--- config.mk ---
export PLATFORM = sky130hd
export DESIGN_NAME = pmw_wake_ctrl
export DESIGN_NICKNAME = d
export VERILOG_FILES = /design/src/hdl/pmw_pkg.sv /design/src/hdl/pmw_timer_if.sv /design/src/hdl/pmw_delay_timer.sv /design/src/hdl/pmw_wake_ctrl.sv
export SDC_FILE = /design/constraint.sdc
export NUM_CORES = 1
export LEC_CHECK = 0
export BUFFER_PORTS_ARGS = -buffer_cell sky130_fd_sc_hd__buf_4
export CAP_MARGIN = 20
export CORE_MARGIN = 2
export CORE_UTILIZATION = 40
export DETAILED_ROUTE_END_ITERATION = 8
export SLEW_MARGIN = 25
export SYNTH_ARGS = -nofsm -noshare
export SYNTH_HDL_FRONTEND = slang
export SYNTH_HIERARCHICAL = 1
export SYNTH_SLANG_ARGS = --single-unit
export TNS_END_PERCENT = 10
--- constraint.sdc ---
create_clock -name clk -period 5.2 [get_ports clk]
set_input_delay 0.52 -clock clk [delete_from_list [all_inputs] [get_ports clk]]
set_output_delay 0.52 -clock clk [all_outputs]
set_load 0.05 [all_outputs]
--- src/hdl/pmw_pkg.sv ---
// Constants, encodings and register map of the power-mode wake controller.
`default_nettype none
package pmw_pkg;

  // ==========================================================================
  // Timing
  localparam int unsigned CLK_PERIOD_NS = 10;
  localparam int unsigned PREP_DELAY_NS = 10000;
  localparam int unsigned PREP_CYCLES = PREP_DELAY_NS / CLK_PERIOD_NS;
  localparam int unsigned OST_OSC_CYCLES = 1024;
  localparam int unsigned PLL_LOCK_NS = 2000000;
  localparam int unsigned PLL_LOCK_CYCLES = PLL_LOCK_NS / CLK_PERIOD_NS;
  localparam int unsigned TMR_W = 18;

  // ==========================================================================
  // Power-managed modes; bit 2 set means code is not executing.
  localparam logic [2:0] PM_PRI_RUN = 3'h0;
  localparam logic [2:0] PM_SEC_RUN = 3'h1;
  localparam logic [2:0] PM_RC_RUN = 3'h2;
  localparam logic [2:0] PM_PRIMARY_CLOCKED_IDLE = 3'h4;
  localparam logic [2:0] PM_SEC_IDLE = 3'h5;
  localparam logic [2:0] PM_RC_IDLE = 3'h6;
  localparam logic [2:0] PM_SLEEP = 3'h7;

  // Primary oscillator types; bit 2 clear means a crystal needing start-up.
  localparam logic [2:0] OSC_LOW_POWER_CRYSTAL = 3'h0;
  localparam logic [2:0] OSC_STANDARD_CRYSTAL = 3'h1;
  localparam logic [2:0] OSC_HIGH_SPEED_CRYSTAL = 3'h2;
  localparam logic [2:0] OSC_HIGH_SPEED_PLL = 3'h3;
  localparam logic [2:0] OSC_EXTERNAL_CLOCK = 3'h4;
  localparam logic [2:0] OSC_EXTERNAL_RC = 3'h5;
  localparam logic [2:0] OSC_INTERNAL_SLOW = 3'h6;
  localparam logic [2:0] OSC_INTERNAL_FAST = 3'h7;

  // System clock select codes.
  localparam logic [1:0] CLK_PRIMARY = 2'h0;
  localparam logic [1:0] CLK_SECONDARY = 2'h1;
  localparam logic [1:0] CLK_INTERNAL = 2'h2;

  // ==========================================================================
  // Register map (byte addresses)
  localparam logic [4:0] REG_OSC_CTRL = 5'h00;
  localparam logic [4:0] REG_INT_CTRL = 5'h04;
  localparam logic [4:0] REG_INT_EN = 5'h08;
  localparam logic [4:0] REG_CONFIG = 5'h0C;
  localparam logic [4:0] REG_STATUS = 5'h10;

  localparam int unsigned FREQ_LSB = 4;
  localparam int unsigned PRI_READY_BIT = 3;
  localparam int unsigned INT_STABLE_BIT = 2;
  localparam int unsigned GIE_BIT = 7;
  localparam int unsigned CFG_TWO_SPEED_BIT = 3;
  localparam int unsigned CFG_FAIL_SAFE_BIT = 4;

  localparam logic [2:0] FREQ_RESET = 3'h0;
  localparam logic [7:0] INT_EN_RESET = 8'h00;
  localparam logic [2:0] CFG_OSC_RESET = 3'h2;

  typedef enum logic [4:0] {
    S_RST = 5'b0_0001,
    S_HOLD = 5'b0_0010,
    S_ACTIVE = 5'b0_0100,
    S_DOZE = 5'b0_1000,
    S_WAKE = 5'b1_0000
  } pmw_state_type;

endpackage
`default_nettype wire

--- src/hdl/pmw_timer_if.sv ---
// Control and status bundle between the wake controller and a delay timer.
`timescale 1ns/1ps
`default_nettype none
interface pmw_timer_if;
  logic start;
  logic stop;
  logic tick;
  logic [17:0] load;
  logic done;
  logic busy;
  modport ctrl (output start, output stop, output tick, output load, input done, input busy);
  modport timer (input start, input stop, input tick, input load, output done, output busy);
endinterface
`default_nettype wire

--- src/hdl/pmw_delay_timer.sv ---
// Down-counting delay timer advanced by an enable tick.
`timescale 1ns/1ps
`default_nettype none
module pmw_delay_timer
  import pmw_pkg::*;
(
  input wire logic clk,
  input wire logic rst,
  pmw_timer_if.timer tif
);

  logic [TMR_W-1:0] count;
  logic last;

  assign last = tif.busy && tif.tick && (count == 18'h0_0001);

  always_ff @(posedge clk) begin
    if (rst || tif.stop) begin
      count <= '0;
      tif.busy <= 1'b0;
      tif.done <= 1'b0;
    end else if (tif.start) begin
      count <= tif.load;
      tif.busy <= 1'b1;
      tif.done <= 1'b0;
    end else begin
      tif.done <= last;
      if (last) begin
        tif.busy <= 1'b0;
      end
      if (tif.busy && tif.tick) begin
        count <= count - 18'h0_0001;
      end
    end
  end

endmodule
`default_nettype wire

--- src/hdl/pmw_wake_ctrl.sv ---
// Wake-up, reset-exit and watchdog sequencing for the power-managed modes.
`timescale 1ns/1ps
`default_nettype none
module pmw_wake_ctrl
  import pmw_pkg::*;
#(
  parameter int unsigned PLL_LOCK_CYC = PLL_LOCK_CYCLES
) (
  input wire logic clk,
  input wire logic rst,
  input wire logic [4:0] avs_address,
  input wire logic avs_read,
  input wire logic avs_write,
  input wire logic [31:0] avs_writedata,
  input wire logic [3:0] avs_byteenable,
  output logic [31:0] avs_readdata,
  output logic avs_waitrequest,
  input wire logic [2:0] pm_mode,
  input wire logic [7:0] irq_flags,
  input wire logic watchdog_timeout,
  input wire logic reset_source,
  input wire logic osc_tick,
  input wire logic internal_osc_ready,
  input wire logic sleep_instruction,
  input wire logic watchdog_clear_instruction,
  input wire logic clock_lost,
  output logic cpu_reset_hold,
  output logic core_clock_en,
  output logic exec_en,
  output logic [1:0] clk_sel,
  output logic primary_osc_en,
  output logic wake_pulse,
  output logic vector_branch,
  output logic watchdog_reset,
  output logic watchdog_clear
);

  // ==========================================================================
  // Registers and state
  pmw_state_type state;
  logic [2:0] internal_freq_select;
  logic global_interrupt_enable;
  logic [7:0] int_en;
  logic [2:0] cfg_osc;
  logic cfg_two_speed;
  logic cfg_fail_safe;
  logic primary_clock_ready_flag;
  logic internal_osc_stable_flag;
  logic pri_on;
  logic prep_over;
  logic osc_over;
  logic pll_phase;
  logic [2:0] cap_mode;
  logic [2:0] cap_osc;
  logic wake_by_wdt;
  logic wake_by_irq;
  logic ack;

  pmw_timer_if prep_if ();
  pmw_timer_if osc_if ();

  pmw_delay_timer u_prep_timer (
    .clk(clk),
    .rst(rst),
    .tif(prep_if)
  );

  pmw_delay_timer u_osc_timer (
    .clk(clk),
    .rst(rst),
    .tif(osc_if)
  );

  // ==========================================================================
  // Wake decisions
  wire irq_hit = |(irq_flags & int_en);
  wire doze_trigger = irq_hit | watchdog_timeout;
  wire cfg_crystal = ~cfg_osc[2];
  wire need_ost = cfg_crystal && (pm_mode != PM_PRIMARY_CLOCKED_IDLE);
  wire need_prep = !((pm_mode == PM_RC_IDLE) && (cfg_osc == OSC_INTERNAL_FAST));
  wire rst_exit = (state == S_RST) && !reset_source;
  wire wake_go = (state == S_DOZE) && doze_trigger;
  wire low_run = (pm_mode == PM_SEC_RUN) || (pm_mode == PM_RC_RUN);
  wire run_wake = (state == S_ACTIVE) && low_run && irq_hit;
  wire run_wdt = (state == S_ACTIVE) && !pm_mode[2] && watchdog_timeout;
  wire enter_pm = (state == S_ACTIVE) && pm_mode[2] && !watchdog_timeout;
  wire early_pm = enter_pm && osc_if.busy;
  wire pll_next = osc_if.done && !pll_phase && (cap_osc == OSC_HIGH_SPEED_PLL);
  wire osc_end = osc_if.done && !pll_next;
  wire prep_end = prep_over || prep_if.done;
  wire wake_clocked = (cap_mode != PM_SLEEP) || cfg_two_speed;
  wire wake_done = (state == S_WAKE) && prep_end && (osc_over || osc_end);

  // ==========================================================================
  // Timer control
  assign prep_if.start = wake_go && need_prep;
  assign prep_if.stop = 1'b0;
  assign prep_if.tick = 1'b1;
  assign prep_if.load = TMR_W'(PREP_CYCLES);
  assign osc_if.start = (rst_exit && cfg_crystal) || ((wake_go || run_wake) && need_ost) || pll_next;
  assign osc_if.stop = early_pm;
  assign osc_if.tick = pll_phase ? 1'b1 : osc_tick;
  assign osc_if.load = pll_next ? TMR_W'(PLL_LOCK_CYC) : TMR_W'(OST_OSC_CYCLES);

  // ==========================================================================
  // Sequencer
  always_ff @(posedge clk) begin
    if (rst) begin
      state <= S_RST;
      primary_clock_ready_flag <= 1'b0;
      pri_on <= 1'b0;
      prep_over <= 1'b0;
      osc_over <= 1'b0;
      cap_mode <= PM_PRI_RUN;
      cap_osc <= OSC_LOW_POWER_CRYSTAL;
      wake_by_wdt <= 1'b0;
      wake_by_irq <= 1'b0;
      wake_pulse <= 1'b0;
      vector_branch <= 1'b0;
      watchdog_reset <= 1'b0;
    end else begin
      wake_pulse <= 1'b0;
      vector_branch <= 1'b0;
      watchdog_reset <= 1'b0;
      case (state)
        S_RST: begin
          if (!reset_source) begin
            cap_osc <= cfg_osc;
            cap_mode <= PM_PRI_RUN;
            pri_on <= 1'b1;
            if (cfg_crystal && !(cfg_two_speed || cfg_fail_safe)) begin
              state <= S_HOLD;
            end else begin
              state <= S_ACTIVE;
              primary_clock_ready_flag <= !cfg_crystal && (cfg_osc != OSC_INTERNAL_FAST);
            end
          end
        end
        S_HOLD: begin
          if (osc_end) begin
            primary_clock_ready_flag <= 1'b1;
            state <= S_ACTIVE;
          end
        end
        S_ACTIVE: begin
          if (osc_end) begin
            primary_clock_ready_flag <= 1'b1;
          end
          if (run_wdt) begin
            watchdog_reset <= 1'b1;
            state <= S_RST;
          end else if (enter_pm) begin
            pri_on <= (pm_mode == PM_PRIMARY_CLOCKED_IDLE) && !osc_if.busy;
            primary_clock_ready_flag <= primary_clock_ready_flag && (pm_mode == PM_PRIMARY_CLOCKED_IDLE);
            state <= S_DOZE;
          end else if (run_wake) begin
            cap_mode <= pm_mode;
            cap_osc <= cfg_osc;
            wake_pulse <= 1'b1;
            wake_by_irq <= 1'b1;
            wake_by_wdt <= 1'b0;
            vector_branch <= global_interrupt_enable;
            prep_over <= 1'b1;
            osc_over <= !need_ost;
            pri_on <= 1'b1;
            state <= S_WAKE;
          end
        end
        S_DOZE: begin
          if (wake_go) begin
            cap_mode <= pm_mode;
            cap_osc <= cfg_osc;
            wake_pulse <= 1'b1;
            wake_by_irq <= irq_hit;
            wake_by_wdt <= !irq_hit;
            vector_branch <= irq_hit && global_interrupt_enable;
            prep_over <= !need_prep;
            osc_over <= !need_ost;
            pri_on <= 1'b1;
            state <= S_WAKE;
          end
        end
        S_WAKE: begin
          if (prep_if.done) begin
            prep_over <= 1'b1;
          end
          if (osc_end) begin
            osc_over <= 1'b1;
          end
          if (wake_done) begin
            primary_clock_ready_flag <= (cap_osc != OSC_INTERNAL_FAST);
            state <= S_ACTIVE;
          end
        end
        default: begin
          state <= S_RST;
        end
      endcase
    end
  end

  // The PLL lock wait follows the start-up timer in the same counter.
  always_ff @(posedge clk) begin
    if (rst || osc_if.stop) begin
      pll_phase <= 1'b0;
    end else if (pll_next) begin
      pll_phase <= 1'b1;
    end else if (osc_if.start || osc_end) begin
      pll_phase <= 1'b0;
    end
  end

  // ==========================================================================
  // Clocking outputs
  function automatic logic [1:0] mode_clock(input logic [2:0] mode);
    logic [1:0] sel;
    sel = CLK_INTERNAL;
    if (mode == PM_PRIMARY_CLOCKED_IDLE || mode == PM_PRI_RUN) begin
      sel = CLK_PRIMARY;
    end else if (mode == PM_SEC_IDLE || mode == PM_SEC_RUN) begin
      sel = CLK_SECONDARY;
    end
    return sel;
  endfunction

  wire active_sel = (state == S_ACTIVE);
  wire wake_sel = (state == S_WAKE);

  assign cpu_reset_hold = (state == S_RST) || (state == S_HOLD);
  assign core_clock_en = active_sel || (wake_sel && wake_clocked);
  assign exec_en = active_sel || (wake_sel && wake_clocked && prep_over);
  assign primary_osc_en = pri_on;
  assign clk_sel = (active_sel && osc_if.busy) ? CLK_INTERNAL :
                   active_sel ? (low_run ? mode_clock(pm_mode) : CLK_PRIMARY) :
                   (wake_sel && osc_over) ? CLK_PRIMARY :
                   wake_sel ? mode_clock(cap_mode) :
                   (state == S_DOZE) ? mode_clock(pm_mode) : CLK_INTERNAL;

  // Stable flag only means something when the fast output is enabled.
  always_ff @(posedge clk) begin
    if (rst) begin
      internal_osc_stable_flag <= 1'b0;
    end else begin
      internal_osc_stable_flag <= internal_osc_ready && (internal_freq_select != FREQ_RESET);
    end
  end

  // ==========================================================================
  // Avalon-MM slave: one wait state, answer on the second edge.
  wire req = (avs_read || avs_write) && !ack;
  wire sel_osc = (avs_address == REG_OSC_CTRL);
  wire sel_int = (avs_address == REG_INT_CTRL);
  wire sel_en = (avs_address == REG_INT_EN);
  wire sel_cfg = (avs_address == REG_CONFIG);
  wire sel_sts = (avs_address == REG_STATUS);
  wire wr_ok = avs_write && ack && avs_byteenable[0];
  wire [2:0] wr_freq = avs_writedata[FREQ_LSB+2:FREQ_LSB];
  wire freq_change = wr_ok && sel_osc && (wr_freq != internal_freq_select) && (clk_sel == CLK_INTERNAL);

  assign avs_waitrequest = (avs_read || avs_write) && !ack;

  always_ff @(posedge clk) begin
    if (rst) begin
      ack <= 1'b0;
    end else begin
      ack <= req;
    end
  end

  always_ff @(posedge clk) begin
    if (rst || state == S_RST) begin
      internal_freq_select <= FREQ_RESET;
    end else if (wr_ok && sel_osc) begin
      internal_freq_select <= wr_freq;
    end
  end

  always_ff @(posedge clk) begin
    if (rst) begin
      global_interrupt_enable <= 1'b0;
      int_en <= INT_EN_RESET;
      cfg_osc <= CFG_OSC_RESET;
      cfg_two_speed <= 1'b0;
      cfg_fail_safe <= 1'b0;
    end else if (wr_ok && sel_int) begin
      global_interrupt_enable <= avs_writedata[GIE_BIT];
    end else if (wr_ok && sel_en) begin
      int_en <= avs_writedata[7:0];
    end else if (wr_ok && sel_cfg) begin
      cfg_osc <= avs_writedata[2:0];
      cfg_two_speed <= avs_writedata[CFG_TWO_SPEED_BIT];
      cfg_fail_safe <= avs_writedata[CFG_FAIL_SAFE_BIT];
    end
  end

  logic [31:0] rd_mux;
  always_comb begin
    rd_mux = 32'h0000_0000;
    if (sel_osc) begin
      rd_mux = {25'h0, internal_freq_select, primary_clock_ready_flag, internal_osc_stable_flag, clk_sel};
    end else if (sel_int) begin
      rd_mux = {24'h0, global_interrupt_enable, 7'h0};
    end else if (sel_en) begin
      rd_mux = {24'h0, int_en};
    end else if (sel_cfg) begin
      rd_mux = {27'h0, cfg_fail_safe, cfg_two_speed, cfg_osc};
    end else if (sel_sts) begin
      rd_mux = {19'h0, wake_by_irq, wake_by_wdt, cap_osc, cap_mode, state};
    end
  end

  always_ff @(posedge clk) begin
    if (rst) begin
      avs_readdata <= 32'h0000_0000;
    end else if (avs_read && req) begin
      avs_readdata <= rd_mux;
    end
  end

  // ==========================================================================
  // Watchdog clear events
  always_ff @(posedge clk) begin
    if (rst) begin
      watchdog_clear <= 1'b0;
    end else begin
      watchdog_clear <= sleep_instruction || watchdog_clear_instruction ||
                        (clock_lost && cfg_fail_safe) || freq_change;
    end
  end

endmodule
`default_nettype wire

==> results_dict.tcl <==
set metrics [dict create \
    synth_edf_count 0 \
    rsz0062_at_grt "no" \
    synth_cell_types 84 \
    die_h_um 119 \
    drt_iter0_markers 349 \
    hold_viol_final 0 \
    core-area_mm2 0.0131 \
    cts_inserted_buffers 9 \
    ir_worst_vdd_mv 0.167 \
    grt.total_usage 0.195 \
    first_pass_iters 7 \
    status "finished clean" \
    ys_ff_latch 94 \
    fin_ws_ns 1.49 \
    hold_class "primary input to register" \
    skew_ns 0.00845 \
    clock_insertion_delay_worst_skew_ns 0.35 \
    use_met1 0.237 \
    die_w_um 119 \
    grt_max_degree 51 \
    critPathKind "register to register" \
    slew_headroom 0.383 \
    netlist_top_cells_count "dfxtp_1, nand2_1, nor2_1" \
    period_share 0.713 \
    area_growth_pct 17.1 \
    synth_area_per_cell_um2 8.53 \
    yosysWarnings 6 \
    cts_tree "done" \
    endpoint_kind "register" \
    synth_top_area_share 0.356 \
    drv_slew 0 \
    num_rows 42 \
    required_ns 5.41 \
    num_vias 4743 \
    final_area_mm2 0.00619 \
    use_met3 0.0369 \
    cts_htree_levels 3 \
    powerDensity_mw_per_mm2 347 \
    clock.fmax_mhz 270 \
    syn_area_mm2 0.00529 \
    nNetsFinal 765 \
    start_util 0.404 \
    antenna_found_initial 0 \
    drc 0 \
    synth_top_area_cell "dfxtp_1" \
    ys_top_cells_by_area "dfxtp_1, mux2i_1, a21oi_1, nand2_1, nor2_1" \
    synth.most_common_cell "dfxtp_1" \
    post-route-min-period_ns 3.71 \
    clk_pin_slew_ns 0.07 \
    cts_resized 0 \
    cts_max_path_buffers 2 \
    hold_buffers 0 \
    ios 106 \
    dp_hpwl_um 10100 \
    grt_pass1_vias 4417 \
    grt.overflow.total 0 \
    syn_inst 620 \
    setup_tns_ns 0 \
    cts.sinks 94 \
    gp_congestion 0.880 \
    met2_usage 0.338 \
    place_ws_ns 1.50 \
    power_leakage_uw 0.00240 \
    tightest_slew_ns 0.922 \
    placed_area_mm2 0.00589 \
    synth_top_flop_cell "dfxtp_1" \
    layout-drive-gt1-share 0.162 \
    routed_wl_um 13800 \
    cap_violations 0 \
    synthArstFlopShare 0 \
    startpoint_type "register" \
    ys_seq_area_frac 0.356 \
    worst_ep_arrival_time_ns 3.92 \
    die_area_mm2 0.0142 \
    antenna_cells 0 \
    setup_viol 0 \
    vias_per_cell 5.40 \
    grt_pass1_wl_um 22200 \
    routedWlPerCell_um 15.7 \
    worst-path-max-fanout 28 \
    port-buffer-count 59 \
    post-cts-setup-buffers 0 \
    cts-root-buf "clkbuf_16" \
    ant_nets 0 \
    grt-busiest-layer "met2" \
]
==> cell type report <==
type	instances	area, um^2
well taps	176	220
repair buffers	61	458
multi-input cells	519	3280
clock inverters	6	67.6
clock buffers	10	239
fillers	1300	6890
inverters	13	48.8
flip-flops and latches	94	1880
==> per-layer routing <==
| metal | wire length [um] | vias up | share of wire |
|---|---|---|---|
| li1 | - | 2354 | - |
| met1 | 6150 | 2219 | 0.44 |
| met2 | 6700 | 145 | 0.48 |
| met3 | 665 | 25 | 0.048 |
| met4 | 325 | 0 | 0.023 |
| met5 | 0 | - | 0 |
==> metrics by stage <==
| stage | hold WS, ns | cells | util | power (uW) |
|---|---|---|---|---|
| 2_1_floorplan | 0.448 | 677 | - | 1350 |
| 3_3_place_gp | 0.451 | 863 | 0.450 | 1460 |
| 3_5_place_dp | 0.453 | 863 | 0.450 | 1470 |
| 4_1_cts | 0.410 | 879 | 0.473 | 2160 |
| 5_1_grt | 0.418 | 879 | 0.473 | 2250 |
| 6_report | 0.414 | 879 | 0.473 | 2150 |
==> power by group <==
| group | internal [uW] | switching (uW) | total [uW] |
|---|---|---|---|
| logic | 223 | 363 | 587 |
| registers | 786 | 92.9 | 879 |
| clock network | 389 | 293 | 681 |
==> logic make-up (layout without fill, tap and decap cells) <==
family / count (synthesis) / count (layout) / share of synthesized area
flops: 94 / 94 / 0.356
mux: 25 / 25 / 0.0473
buf+inv: 64 / 90 / 0.0648
simple gates: 242 / 242 / 0.266
fa+ha+maj: 4 / 4 / 0.00947
xor+xnor: 30 / 30 / 0.0497
other cells: 2 / 59 / 0.00142
compound gates: 159 / 159 / 0.206
==> layout by cell type, fill, tap and decap left out, drive strengths merged, types with 4 or more instances in the layout <==
| master | n |
|---|---|
| or2 | 7 |
| xor2 | 11 |
| nor4b | 7 |
| nand3 | 27 |
| inv | 13 |
| nand2 | 54 |
| and3 | 5 |
| nor3 | 25 |
| a32oi | 5 |
| or3 | 7 |
| a311oi | 4 |
| xnor2 | 19 |
| dfxtp | 94 |
| nor4 | 13 |
| a22o | 4 |
| clkbuf | 10 |
| nor2 | 50 |
| o311a | 4 |
| nand2b | 8 |
| ha | 4 |
| mux2i | 25 |
| a211oi | 9 |
| nand4 | 8 |
| nor2b | 5 |
| a21boi | 5 |
| and2 | 7 |
| o21ai | 40 |
| buf | 61 |
| conb | 59 |
| a21oi | 47 |
| a221oi | 5 |
==> path summary, 6_finish.rpt <==
path,slack (ns),endpoint,depth (start not counted),start
max reg2reg,1.49,u_osc_timer/count[12],8,state[3]
max,1.49,u_osc_timer/count[12],8,state[3]
min reg2reg,0.46,avs_readdata[12],2,avs_readdata[12]
min,0.41,global_interrupt_enable,3,avs_writedata[7]
==> registers in the layout, indices dropped and copies added (netlist names), 3 cells and up <==
name,cells
avs_readdata,13
cap_mode,3
cap_osc,3
cfg_osc,3
int_en,8
internal_freq_select,3
state,5
u_osc_timer/count,18
u_prep_timer/count,18
==> critical path: stages, from the launching register on <==
cell	delay, ns
dfxtp_1	0.47
nor4_4	0.38
nand2_2	0.20
o32a_1	0.43
o22a_2	0.22
o21ai_1	0.62
clkinv_1	0.81
o21ai_0	0.38
a21oi_1	0.06
(Power assumes the default switching activity.)
